$ cat src/dpx_pkg.sv
// Constants, types and the register map of the data-processing execution-control block
package dpx_pkg;
	// Register byte offsets on the AXI4-Lite port
	localparam logic [7:0] OFF_INSTR = 8'h00;
	localparam logic [7:0] OFF_IADDR = 8'h04;
	localparam logic [7:0] OFF_OPND = 8'h08;
	localparam logic [7:0] OFF_ALU_RES = 8'h0c;
	localparam logic [7:0] OFF_ALU_CV = 8'h10;
	localparam logic [7:0] OFF_CUR = 8'h14;
	localparam logic [7:0] OFF_SAVED = 8'h18;
	localparam logic [7:0] OFF_PC_OPND = 8'h1c;
	localparam logic [7:0] OFF_DEST = 8'h20;
	localparam logic [7:0] OFF_EXEC = 8'h24;
	// Program counter lead over the instruction address
	localparam logic [31:0] PC_AHEAD_IMM = 32'h0000_0008;
	localparam logic [31:0] PC_AHEAD_REG = 32'h0000_000c;
	// Status word layout
	localparam logic [31:0] CUR_RESET = 32'h0000_00d3;
	localparam logic [31:0] SAVED_RESET = 32'h0000_0000;
	localparam int BIT_N = 31;
	localparam int BIT_Z = 30;
	localparam int BIT_C = 29;
	localparam int BIT_V = 28;
	// Processor modes held in status bits 4:0
	localparam logic [4:0] MODE_USR = 5'h10;
	localparam logic [4:0] MODE_FIQ = 5'h11;
	localparam logic [4:0] MODE_IRQ = 5'h12;
	localparam logic [4:0] MODE_SVC = 5'h13;
	localparam logic [4:0] MODE_ABT = 5'h17;
	localparam logic [4:0] MODE_UND = 5'h1b;
	localparam int NUM_BANKS = 5;
	// Opcodes, register numbers and response codes
	localparam logic [3:0] OP_XOR_TEST = 4'h9;
	localparam logic [3:0] REG_PC = 4'hf;
	localparam logic [1:0] RESP_OKAY = 2'h0;
	localparam logic [1:0] RESP_SLVERR = 2'h2;
	// Incremental cycle counts
	localparam logic [1:0] CYC_S_PLAIN = 2'h1;
	localparam logic [1:0] CYC_S_PC = 2'h2;

	typedef enum logic [1:0]
	{
		ST_IDLE = 2'h0,
		ST_EXEC = 2'h1,
		ST_DONE = 2'h3
	} dpx_state_t;

	// Outcome of the last instruction, low bits of the execution register
	typedef struct packed
	{
		logic executed;
		logic wr_dest;
		logic wr_pc;
		logic [1:0] s_cyc;
		logic n_cyc;
		logic i_cyc;
	} dpx_exec_t;
endpackage

$ cat src/dpx_cond_eval.sv
// Condition field evaluator against the N, Z, C and V flags
`timescale 1ns/1ns
module dpx_cond_eval
	import dpx_pkg::*;
(
	input wire logic [3:0] cond,
	input wire logic [3:0] flags,
	output logic pass
);
	logic n;
	logic z;
	logic c;
	logic v;

	assign {n, z, c, v} = flags;

	// Sixteen condition codes, 1111 treated as always
	always_comb
	begin
		unique case (cond)
			4'h0: pass = z;
			4'h1: pass = !z;
			4'h2: pass = c;
			4'h3: pass = !c;
			4'h4: pass = n;
			4'h5: pass = !n;
			4'h6: pass = v;
			4'h7: pass = !v;
			4'h8: pass = c && !z;
			4'h9: pass = !c || z;
			4'ha: pass = n == v;
			4'hb: pass = n != v;
			4'hc: pass = !z && (n == v);
			4'hd: pass = z || (n != v);
			4'he: pass = 1'b1;
			4'hf: pass = 1'b1;
		endcase
	end
endmodule // dpx_cond_eval

$ cat src/dpx_exec_ctrl.sv
// Data-processing execution control: PC operand, compares, cycle costs, status transfers
//
// The implementer's own choices: the register addresses and the AXI4-Lite slave port.
`timescale 1ns/1ns
// Functional notes
// - PC operand with immediate shift reads instruction address plus 8
// - PC operand with register shift reads instruction address plus 12
// - Compare-class opcodes set flags and never write a destination
// - Legacy xor-test restore copies saved to current when privileged only
// - No PC write: 1S, plus 1I with register shift
// - Immediate shift writing PC: 2S plus 1N
// - Register shift writing PC: 2S plus 1N plus 1I
// - Status transfer runs only when its condition passes
// - Compare opcodes with flag-update clear decode as status transfers
// - Status-to-register move copies current or saved word to destination
// - Register-to-status move writes current or saved word
// - Flag-only form writes top four bits, keeps control bits
// - User mode cannot change control bits of the current word
// - Privileged modes may write every bit of the current word
// - Saved word bank is the one of the mode at execution
// - Arithmetic flags: Z when result zero, N is result bit 31
// - Flag-setting write to PC restores saved word into current word
module dpx_exec_ctrl
	import dpx_pkg::*;
(
	input wire logic ref_clk,
	input wire logic rst_n,
	input wire logic awvalid,
	output logic awready,
	input wire logic [7:0] awaddr,
	input wire logic wvalid,
	output logic wready,
	input wire logic [31:0] wdata,
	input wire logic [3:0] wstrb,
	output logic bvalid,
	input wire logic bready,
	output logic [1:0] bresp,
	input wire logic arvalid,
	output logic arready,
	input wire logic [7:0] araddr,
	output logic rvalid,
	input wire logic rready,
	output logic [31:0] rdata,
	output logic [1:0] rresp
);
	logic awready_ff, wready_ff, bvalid_ff, arready_ff, rvalid_ff, aw_got_ff, w_got_ff;
	logic [1:0] bresp_ff, rresp_ff, alu_cv_ff;
	logic [31:0] rdata_ff, wdata_ff, rd_mux;
	logic [7:0] awaddr_ff;
	logic [3:0] wstrb_ff, opcode, rd;
	logic aw_hs, w_hs, ar_hs, wr_fire, wr_hit, rd_hit, bank_we, bank_ok, cond_pass, go;
	logic [31:0] instr_ff, iaddr_ff, opnd_ff, alu_res_ff, cur_ff, dest_ff, pcop_ff;
	dpx_exec_t exec_ff, nxt_exec;
	dpx_state_t state_ff;
	logic [31:0] nxt_cur, nxt_dest, bank_wdata, saved_val, imm32, src, xfer_word;
	logic [2:0] bank_idx;
	logic [NUM_BANKS-1:0][31:0] bank_q;
	logic s_bit, imm_op, reg_shift, is_dp, is_cmp, is_xfer, use_saved, to_status;
	logic full_form, wr_pc, legacy, user_mode;
	assign awready = awready_ff;
	assign wready = wready_ff;
	assign bvalid = bvalid_ff;
	assign bresp = bresp_ff;
	assign arready = arready_ff;
	assign rvalid = rvalid_ff;
	assign rdata = rdata_ff;
	assign rresp = rresp_ff;
	// Merge new bytes into an old word under byte strobes
	function automatic logic [31:0] merge_strb(logic [31:0] old, logic [31:0] nw, logic [3:0] st);
		logic [31:0] r;
		r = old;
		for (int i = 0; i < 4; i++)
			if (st[i])
				r[i*8 +: 8] = nw[i*8 +: 8];
		return r;
	endfunction
	// Instruction fields
	assign opcode = instr_ff[24:21];
	assign s_bit = instr_ff[20];
	assign imm_op = instr_ff[25];
	assign reg_shift = !imm_op && instr_ff[4];
	assign rd = instr_ff[15:12];
	assign is_dp = instr_ff[27:26] == 2'h0;
	assign is_cmp = opcode[3:2] == 2'h2;
	assign is_xfer = is_cmp && !s_bit;
	assign use_saved = instr_ff[22];
	assign to_status = instr_ff[21];
	assign full_form = instr_ff[16];
	assign wr_pc = !is_cmp && rd == REG_PC;
	assign legacy = opcode == OP_XOR_TEST && s_bit && rd == REG_PC;
	assign user_mode = cur_ff[4:0] == MODE_USR;
	assign imm32 = 32'({24'h0, instr_ff[7:0], 24'h0, instr_ff[7:0]} >> {instr_ff[11:8], 1'b0});
	assign src = imm_op ? imm32 : opnd_ff;
	assign go = state_ff == ST_EXEC && is_dp && cond_pass;
	// Saved bank of the mode active now; user and system have none
	always_comb
	begin
		bank_ok = 1'b1;
		bank_idx = 3'h0;
		unique case (cur_ff[4:0])
			MODE_FIQ: bank_idx = 3'h0;
			MODE_IRQ: bank_idx = 3'h1;
			MODE_SVC: bank_idx = 3'h2;
			MODE_ABT: bank_idx = 3'h3;
			MODE_UND: bank_idx = 3'h4;
			default: bank_ok = 1'b0;
		endcase
	end
	assign saved_val = bank_q[bank_idx];
	assign xfer_word = use_saved ? saved_val : cur_ff;
	dpx_cond_eval u_cond
	(
		.cond(instr_ff[31:28]),
		.flags(cur_ff[31:28]),
		.pass(cond_pass)
	);
	// Execution outcome for the instruction in the execute state
	always_comb
	begin
		nxt_cur = cur_ff;
		nxt_dest = dest_ff;
		nxt_exec = '0;
		bank_we = 1'b0;
		bank_wdata = saved_val;
		if (go && is_xfer)
		begin
			nxt_exec.executed = 1'b1;
			nxt_exec.s_cyc = CYC_S_PLAIN;
			if (use_saved && !bank_ok)
				nxt_exec.executed = 1'b0;
			else if (!to_status)
			begin
				nxt_dest = xfer_word;
				nxt_exec.wr_dest = 1'b1;
			end
			else
			begin
				// Flag-only form keeps bits 27:0 of the target word
				bank_wdata = full_form ? src : {src[31:28], xfer_word[27:0]};
				if (use_saved)
					bank_we = 1'b1;
				else if (user_mode)
					nxt_cur = {bank_wdata[31:28], cur_ff[27:0]};
				else
					nxt_cur = bank_wdata;
			end
		end
		else if (go)
		begin
			nxt_exec.executed = 1'b1;
			nxt_exec.wr_pc = wr_pc;
			nxt_exec.s_cyc = wr_pc ? CYC_S_PC : CYC_S_PLAIN;
			nxt_exec.n_cyc = wr_pc;
			nxt_exec.i_cyc = reg_shift;
			if (legacy || (s_bit && wr_pc))
				nxt_cur = bank_ok ? saved_val : cur_ff;
			else if (s_bit)
			begin
				nxt_cur[BIT_N] = alu_res_ff[31];
				nxt_cur[BIT_Z] = alu_res_ff == 32'h0;
				nxt_cur[BIT_C] = alu_cv_ff[1];
				nxt_cur[BIT_V] = alu_cv_ff[0];
			end
			if (!is_cmp)
			begin
				nxt_dest = alu_res_ff;
				nxt_exec.wr_dest = 1'b1;
			end
		end
	end
	// Execute sequencing: start on a write of the instruction register
	always_ff @(posedge ref_clk or negedge rst_n)
	begin
		if (!rst_n)
			state_ff <= ST_IDLE;
		else
		begin
			unique case (state_ff)
				ST_IDLE: state_ff <= (wr_fire && awaddr_ff == OFF_INSTR) ? ST_EXEC : ST_IDLE;
				ST_EXEC: state_ff <= ST_DONE;
				ST_DONE: state_ff <= (wr_fire && awaddr_ff == OFF_INSTR) ? ST_EXEC : ST_IDLE;
			endcase
		end
	end
	// Results of execution
	always_ff @(posedge ref_clk or negedge rst_n)
	begin
		if (!rst_n)
		begin
			dest_ff <= 32'h0;
			exec_ff <= '0;
			pcop_ff <= 32'h0;
		end
		else if (state_ff == ST_EXEC)
		begin
			dest_ff <= nxt_dest;
			exec_ff <= nxt_exec;
			pcop_ff <= iaddr_ff + (reg_shift ? PC_AHEAD_REG : PC_AHEAD_IMM);
		end
	end
	// Current status word: execution first, then software
	always_ff @(posedge ref_clk or negedge rst_n)
	begin
		if (!rst_n)
			cur_ff <= CUR_RESET;
		else if (state_ff == ST_EXEC)
			cur_ff <= nxt_cur;
		else if (wr_fire && awaddr_ff == OFF_CUR)
			cur_ff <= merge_strb(cur_ff, wdata_ff, wstrb_ff);
	end
	// Saved status banks, one per privileged mode except system
	for (genvar g = 0; g < NUM_BANKS; g++)
	begin : g_bank
		logic [31:0] bank_ff;
		always_ff @(posedge ref_clk or negedge rst_n)
		begin
			if (!rst_n)
				bank_ff <= SAVED_RESET;
			else if (bank_idx == 3'(g) && bank_ok && bank_we)
				bank_ff <= bank_wdata;
			else if (bank_idx == 3'(g) && bank_ok && wr_fire && awaddr_ff == OFF_SAVED)
				bank_ff <= merge_strb(bank_ff, wdata_ff, wstrb_ff);
		end
		assign bank_q[g] = bank_ff;
	end
	// Software-loaded instruction, operand and ALU result registers
	always_ff @(posedge ref_clk or negedge rst_n)
	begin
		if (!rst_n)
		begin
			instr_ff <= 32'h0;
			iaddr_ff <= 32'h0;
			opnd_ff <= 32'h0;
			alu_res_ff <= 32'h0;
			alu_cv_ff <= 2'h0;
		end
		else if (wr_fire)
		begin
			unique case (awaddr_ff)
				OFF_INSTR: instr_ff <= merge_strb(instr_ff, wdata_ff, wstrb_ff);
				OFF_IADDR: iaddr_ff <= merge_strb(iaddr_ff, wdata_ff, wstrb_ff);
				OFF_OPND: opnd_ff <= merge_strb(opnd_ff, wdata_ff, wstrb_ff);
				OFF_ALU_RES: alu_res_ff <= merge_strb(alu_res_ff, wdata_ff, wstrb_ff);
				OFF_ALU_CV: alu_cv_ff <= wstrb_ff[0] ? wdata_ff[1:0] : alu_cv_ff;
				default: ;
			endcase
		end
	end
	// AXI4-Lite write address and data capture, in either order
	assign aw_hs = awvalid && awready_ff;
	assign w_hs = wvalid && wready_ff;
	assign wr_fire = aw_got_ff && w_got_ff && !bvalid_ff;
	assign wr_hit = awaddr_ff <= OFF_SAVED && awaddr_ff[1:0] == 2'h0;
	always_ff @(posedge ref_clk or negedge rst_n)
	begin
		if (!rst_n)
		begin
			aw_got_ff <= 1'b0;
			w_got_ff <= 1'b0;
			awready_ff <= 1'b0;
			wready_ff <= 1'b0;
			awaddr_ff <= 8'h0;
			wdata_ff <= 32'h0;
			wstrb_ff <= 4'h0;
		end
		else
		begin
			aw_got_ff <= aw_hs || (aw_got_ff && !wr_fire);
			w_got_ff <= w_hs || (w_got_ff && !wr_fire);
			awready_ff <= !(aw_hs || (aw_got_ff && !wr_fire));
			wready_ff <= !(w_hs || (w_got_ff && !wr_fire));
			if (aw_hs)
				awaddr_ff <= awaddr;
			if (w_hs)
			begin
				wdata_ff <= wdata;
				wstrb_ff <= wstrb;
			end
		end
	end
	// Write response one cycle after both halves are held
	always_ff @(posedge ref_clk or negedge rst_n)
	begin
		if (!rst_n)
		begin
			bvalid_ff <= 1'b0;
			bresp_ff <= RESP_OKAY;
		end
		else if (wr_fire)
		begin
			bvalid_ff <= 1'b1;
			bresp_ff <= wr_hit ? RESP_OKAY : RESP_SLVERR;
		end
		else if (bready)
			bvalid_ff <= 1'b0;
	end
	// Read data selection
	assign rd_hit = araddr <= OFF_EXEC && araddr[1:0] == 2'h0;
	always_comb
	begin
		unique case (araddr)
			OFF_INSTR: rd_mux = instr_ff;
			OFF_IADDR: rd_mux = iaddr_ff;
			OFF_OPND: rd_mux = opnd_ff;
			OFF_ALU_RES: rd_mux = alu_res_ff;
			OFF_ALU_CV: rd_mux = {30'h0, alu_cv_ff};
			OFF_CUR: rd_mux = cur_ff;
			OFF_SAVED: rd_mux = bank_ok ? saved_val : 32'h0;
			OFF_PC_OPND: rd_mux = pcop_ff;
			OFF_DEST: rd_mux = dest_ff;
			OFF_EXEC: rd_mux = {25'h0, exec_ff};
			default: rd_mux = 32'h0;
		endcase
	end
	// Read channel: one read outstanding, answer the cycle after the address
	assign ar_hs = arvalid && arready_ff;
	always_ff @(posedge ref_clk or negedge rst_n)
	begin
		if (!rst_n)
		begin
			arready_ff <= 1'b0;
			rvalid_ff <= 1'b0;
			rdata_ff <= 32'h0;
			rresp_ff <= RESP_OKAY;
		end
		else
		begin
			arready_ff <= !(ar_hs || (rvalid_ff && !rready));
			if (ar_hs)
			begin
				rvalid_ff <= 1'b1;
				rdata_ff <= rd_mux;
				rresp_ff <= rd_hit ? RESP_OKAY : RESP_SLVERR;
			end
			else if (rready)
				rvalid_ff <= 1'b0;
		end
	end
endmodule // dpx_exec_ctrl

$ cat config.mk
export PLATFORM = sky130hd
export DESIGN_NAME = dpx_exec_ctrl
export DESIGN_NICKNAME = d
export VERILOG_FILES = /design/src/dpx_pkg.sv /design/src/dpx_cond_eval.sv /design/src/dpx_exec_ctrl.sv
export SDC_FILE = /design/constraint.sdc
export NUM_CORES = 1
export LEC_CHECK = 0
export BUFFER_PORTS_ARGS = -buffer_cell sky130_fd_sc_hd__buf_4
export CAP_MARGIN = 40
export CORE_MARGIN = 1
export CORE_UTILIZATION = 57
export DETAILED_ROUTE_END_ITERATION = 6
export PLACE_DENSITY_LB_ADDON = 0.05
export SKIP_LAST_GASP = 1
export SYNTH_ARGS = -nofsm -noshare
export SYNTH_HDL_FRONTEND = slang
export SYNTH_SLANG_ARGS = --single-unit
$ cat constraint.sdc
create_clock -name ref_clk -period 3.3 [get_ports ref_clk]
set_input_delay 0.165 -clock ref_clk [delete_from_list [all_inputs] [get_ports ref_clk]]
set_output_delay 0.165 -clock ref_clk [all_outputs]
set_load 0.1 [all_outputs]
==> run_results.csv, run 1 <==
group,metric,value,unit
floorplanning,start_util,0.576,
critical_path,slowest_stage,"dfrtp_1",
timing,slew_headroom,0.374,
yosys,synth_area,25400,um2
power,p_clk_frac,0.308,
yosys,synth_edf_count,0,
route,num_vias,22100,
timing,post-route-min-period,3.18,ns
finish,drive_above_1_share,0.235,
finish,final_cell_mix,"dfrtp_1 (470), nand2_1 (412), o21ai_0 (344)",
yosys,synth_ff_type,"dfrtp_1",
route,detail-route-antenna-nets,0,
clock_network,cts_setup_buffers,0,
place,place_inst,3214,
timing,drv_slew,0,
power,swShare,0.369,
floorplanning,die_height,213,um
floorplanning,die_w,213,um
grt,gr-total-overflow,0,
clock_network,clkSinkCount,478,
finish,multi_input_area,12700,um2
place,gp_congestion,0.970,
run_status,violations,"DRC",
critical_path,critical_path_class,"register to register",
finish,antenna_cells,0,
route,drt_iter0_markers,2782,
finish,nets,2787,
yosys,synth-seq-cells,478,
clock_network,cts-root-buf,"clkbuf_16",
critical_path,worst_setup_path_end_kind,"register",
finish,final_util,0.673,
grt,grt_antenna_before_repair,0,
yosys,synthCells,2590,
timing,fin_tns_setup,0,ns
yosys,async_reset_ff_frac,1.00,
clock_network,numCtsBuffers,52,
clock_network,clk_latency,0.61,ns
place,dpl.hpwl,61600,um
power,irDropWorstVdd,0.591,mV
power,seqPwrFrac,0.418,
power,p_sw,0.00720,W
finish,layout_commonest_cell,"dfrtp_1",
floorplanning,core,44100,um2
timing,worstMarginPinSlew,0.929,ns
finish,fillers,3545,
yosys,synth_top_cell_by_area,"dfrtp_1",
finish,layout-area-overhead-vs-synth,16.7,%
clock_network,tritoncts,"built",
floorplanning,io_pins,100,
yosys,synth_seq_area_share,0.471,
critical_path,critPathArrivalTime,3.67,ns
power,p_int,0.0123,W
job,maxCapViolCount,0,
critical_path,crit_path_frequent_cell,"buf_4",
clock_network,clk_pin_slew,0.06,ns
floorplanning,dieArea,45500,um2
timing,clock-skew-final,0.0139,ns
yosys,synth_top_cell_area_share,0.465,
timing,grt_setup_unrepaired,"false",
place,io_buffers,97,
timing,period_share,0.965,
timing,timing.final.hold_violations,0,
route,route.detailed.drc,6,
power,leakage,13.4,nW
timing,fmax,314,MHz
yosys,synth_warnings,0,
yosys,syn_avg_cell_area,9.82,um2
yosys,synth.area.top_cells,"dfrtp_1 (47%), mux2_2 (13%), o21ai_0 (6.8%), nand2_1 (6.1%), mux2i_1 (3.0%)",
run_status,status,"finished with violations",
worst_hold_path,hold_class,"primary input to register",
route,vias_per_cell,6.56,
grt,grt_max_degree,93,
floorplanning,rows,77,
timing,setup_viol,0,
route,wl,86400,um
route,wire_per_inst,25.7,um
critical_path,startpoint_type,"register",
power,fin_total_pwr,0.0195,W
clock_network,clk_path_buf_depth,3,
route,first_pass_iters,7,
grt,grt_pass1_wl,130000,um
clock_network,htree_levels,2,
finish,register_area,12000,um2
critical_path,critPathRequiredTime,3.78,ns
critical_path,cp_cell_sequence,"mux2i_1 > o2111ai_1 > nand3_1 > o31ai_4 > buf_4 > buf_4 > buf_4 > nor2_1 > a21oi_1 > o21ai_0",
finish,layout.cells.non_filler,3360,
grt,grt_usage,0.385,
yosys,yosysUniqueCellTypes,73,
critical_path,crit_path_max_incr_delay,0.55,ns
grt,grt_pass1_vias,20900,
critical_path,crit_path_max_fanout,45,
power,power.density,657,nW/um2
power,p_comb_frac,0.274,
power groups by stage:
stage	combinational [W]	sequential [W]	clock (W)
floorplan	0.00347	0.00759	0
global placement	0.00494	0.00811	0
detailed placement	0.00515	0.00816	0
CTS	0.00522	0.00807	0.00606
global route	0.00584	0.00824	0.00628
finish	0.00534	0.00816	0.00601
logic make-up after synthesis:
family	after synthesis	synth area share
flip-flops	478	0.471
AND/OR/NAND/NOR	725	0.129
buffers and inverters	247	0.0383
XOR/XNOR	29	0.00999
AO/OA/AOI/OAI	726	0.185
other	1	0.000147
adder cells (fa/ha/maj)	4	0.00187
multiplexers	380	0.165
cell usage after synthesis (13+ instances only):
library cell  instances
nand2_1             413
a221oi_1             32
o32a_1               25
clkbuf_1            160
a211oi_1             13
dfrtp_1             473
mux2_2              300
nand3_1              64
nand2b_1             15
o22ai_1              29
nor3_1               16
buf_1                13
a31oi_1              13
and3_1               42
nor2_1               93
o21a_1               25
a222oi_1             63
nor4_1               15
o21ai_0             344
mux2i_1              75
xor2_1               17
inv_1                54
buf_2                13
o221ai_1             37
a21oi_1              75
metal layers:
metal / vias to the layer above / part of all wire / GRT usage
li1: 9779 / - / -
met1: 10900 / 0.44 / 0.580
met2: 1236 / 0.42 / 0.541
met3: 154 / 0.11 / 0.0871
met4: 0 / 0.032 / 0.129
met5: - / 0 / 0
registers in the layout (all words and copies together), names as in the netlist, 2 cells and up:
signal and flops:
iaddr_ff 32, alu_cv_ff 2, g_bank.bank_ff 160, dest_ff 32
cur_ff 32, wdata_ff 32, alu_res_ff 32, state_ff 2
wstrb_ff 4, awaddr_ff 8, opnd_ff 32, rdata 32
exec_ff 5, instr_ff 32, pcop_ff 32
final cells by class:
type / instances / area share
clock buffers: 85 / 0.0541
clock inverters: 12 / 0.00501
repair buffers: 271 / 0.0794
well taps: 592 / 0.0249
multi-input cells: 1866 / 0.426
flip-flops and latches: 478 / 0.403
inverters: 56 / 0.00708
critical path, delay by kind of cell (launching register included):
kind                   cells  cell delay, ns
AO/OA/AOI/OAI              4            0.93
flip-flops                 1            0.55
AND/OR/NAND/NOR            2            0.37
buffers and inverters      3            1.00
multiplexers               1            0.15
worst paths after layout:
check,from,to,slack [ns],depth (start not counted)
min,wvalid,wdata_ff[28],0.08,3
max,cur_ff[31],dest_ff[10],0.12,10
min reg2reg,rdata[1],rdata[1],0.48,2
min in group asynchronous,rst_n,rdata[29],0.10,2
max reg2reg,cur_ff[31],dest_ff[10],0.12,10
max in group asynchronous,rst_n,g_bank[4].bank_ff[9],2.16,4
what timing repair did:
action / in CTS / in global routing
setup endpoints to repair: 0 / 114
endpoints found under the hold margin: 145 / 0
gates resized for setup: 0 / 2
hold buffers: 48 / 0
through the flow:
stage,hold slack [ns],area [um2],setup slack (ns)
after floorplan,-0.131,25400,0.249
after global placement,0.160,27400,0.0825
after detailed placement,0.162,27400,0.0671
after CTS,0.0523,29700,0.0358
after global routing,0.103,29700,0.0196
final,0.0803,29700,0.116
Power figures use the tool's default switching activity.
==> run 2, diff against run 1 <==
Settings changed: PLACE_DENSITY from default to 0.77, PLACE_DENSITY_LB_ADDON 0.05 to default.
==> run 2 against run 1 <==
Net effect:
- the run ends with DRC, setup timing left
- clock power is 1% higher
- critical path depth is 2 lower
- utilization grew 0.33 points
- via count up 2.4%
- non-clock buffer count is 5 higher
- sequential power about the same
- sequential share of layout area fell by 0.20 points
- flip-flop and latch count is the same
==> run_results.csv, run 2 (same netlist as run 1, synthesis figures left out) <==
group,metric,value,unit
critical_path,crit_path_max_incr_delay,0.71,ns
critical_path,startpoint_type,"register",
critical_path,crit_path_frequent_cell,"o21ai_0",
timing,fmax,302,MHz
grt,grt_max_degree,88,
timing,drv_slew,0,
timing,setup_viol,1,
place,place_area,27600,um2
floorplanning,die_height,213,um
route,wire_per_inst,26.0,um
timing,clock-skew-final,0.0189,ns
timing,timing.final.hold_violations,0,
power,power.density,661,nW/um2
floorplanning,dieArea,45500,um2
critical_path,cp_cell_sequence,"nand3b_1 > buf_4 > or2_2 > a222oi_1 > o21ai_0 > o21ai_0 > o31ai_1 > mux2_4",
critical_path,crit_path_max_fanout,13,
finish,fillers,3416,
run_status,violations,"DRC, setup timing",
timing,period_share,1.00,
timing,worstMarginPinSlew,0.877,ns
clock_network,htree_levels,2,
clock_network,clkSinkCount,478,
power,fin_total_pwr,0.0197,W
route,num_vias,22600,
run_status,status,"finished with violations",
route,wl,87500,um
finish,layout-area-overhead-vs-synth,17.3,%
route,vias_per_cell,6.72,
critical_path,slowest_stage,"dfstp_2",
finish,stdcell_area,29800,um2
route,route.detailed.drc,3,
place,dpl.hpwl,62000,um
floorplanning,io_pins,100,
timing,fin_hold_ws,0.0351,ns
grt,grt_pass1_vias,21800,
clock_network,cts-root-buf,"clkbuf_16",
finish,nets,2792,
worst_hold_path,hold_class,"primary input to register",
timing,post-route-min-period,3.31,ns
timing,fin_ws,-0.0148,ns
grt,grt_pass1_wl,133000,um
floorplanning,start_util,0.576,
timing,fin_tns_setup,-0.0148,ns
finish,antenna_cells,0,
job,maxCapViolCount,0,
critical_path,critPathRequiredTime,3.80,ns
place,io_buffers,97,
power,irDropWorstVdd,0.542,mV
timing,grt_setup_unrepaired,"true",
clock_network,clk_latency,0.62,ns
grt,grt_antenna_before_repair,0,
route,drt_iter0_markers,3111,
finish,final_util,0.676,
finish,largest_reg_flops,160,
finish,regMostFlops,"g_bank.bank_ff",
floorplanning,rows,77,
clock_network,numCtsBuffers,52,
finish,layout_commonest_cell,"dfrtp_1",
finish,drive_above_1_share,0.239,
grt,gr-total-overflow,0,
clock_network,tritoncts,"built",
route,detail-route-antenna-nets,0,
critical_path,cp_top_family,"compound AO/OA/AOI/OAI gates",
critical_path,critical_path_class,"register to register",
place,gp_congestion,1.06,
timing,slew_headroom,0.414,
critical_path,worst_setup_path_end_kind,"register",
route,first_pass_iters,7,
clock_network,clk_path_buf_depth,3,
floorplanning,core,44100,um2
grt,grt_usage,0.390,
critical_path,critPathArrivalTime,3.82,ns
finish,final_cell_mix,"dfrtp_1 (470), nand2_1 (408), o21ai_0 (343)",
floorplanning,die_w,213,um
power,leakage,13.5,nW
clock_network,clk_pin_slew,0.06,ns
critical_path,crit_buf_inv,1,
[run 2: cell types whose count changed in the layout (fill, tap and decap cells not counted), moves of 2 or more]
cell	before	now
buf_4	207	205
buf_12	14	21
bufinv_16	3	6
clkbuf_1	16	14
nand2_2	1	5
clkbuf_8	16	9
nand2_1	412	408
o31ai_2	0	2
clkinv_2	5	9
o31ai_1	5	3
[run 2: routing by layer]
layer	up-vias	global-route usage	part of all wire
met2	1387	0.571	0.43
met3	205	0.101	0.12
met5	-	0	0
met1	11200	0.558	0.41
li1	9793	-	-
met4	0	0.140	0.035
[run 2: final timing paths]
| check | from | endpoint | slack, ns | depth (start not counted) |
|---|---|---|---|---|
| max | cur_ff[4] | cur_ff[30] | -0.01 | 8 |
| min | wvalid | wstrb_ff[3] | 0.04 | 3 |
| max reg2reg | cur_ff[4] | cur_ff[30] | -0.01 | 8 |
| min reg2reg | rdata[7] | rdata[7] | 0.47 | 2 |
| max in group asynchronous | rst_n | cur_ff[7] | 2.16 | 3 |
| min in group asynchronous | rst_n | rdata[27] | 0.15 | 2 |
[run 2: area by class of cell]
| class | instances | area (um2) | share of cell area |
|---|---|---|---|
| Sequential cell | 478 | 12000 | 0.401 |
| Clock buffer | 76 | 1500 | 0.0504 |
| Multi-Input combinational cell | 1866 | 12700 | 0.425 |
| Tap cell | 592 | 741 | 0.0248 |
| Clock inverter | 18 | 250 | 0.00839 |
| Inverter | 56 | 210 | 0.00704 |
| Timing Repair Buffer | 276 | 2480 | 0.0832 |
[run 2: report_power, final]
part	switching [W]	internal (W)
clock network	0.00249	0.00361
logic	0.00340	0.00208
registers	0.00142	0.00672
total	0.00731	0.0124
[run 2: repair_timing]
item,in CTS,in global routing
cloned,0,0
buffers inserted,0,0
resized for setup,1,9
setup endpoints to repair,9,179
hold endpoints to repair,124,0
hold buffers,48,0
[run 2: tightest hold or removal path, stage by stage]
cell,delay [ns]
buf_4,0.11
nand2_2,0.16
mux2_2,0.18
[run 2: metrics by stage]
step / setup slack [ns] / instances
finish: -0.0148 / 3362
global route: -0.00876 / 3362
CTS: 0.0656 / 3362
detailed placement: 0.00402 / 3220
global placement: 0.152 / 3215
floorplan: 0.249 / 2591
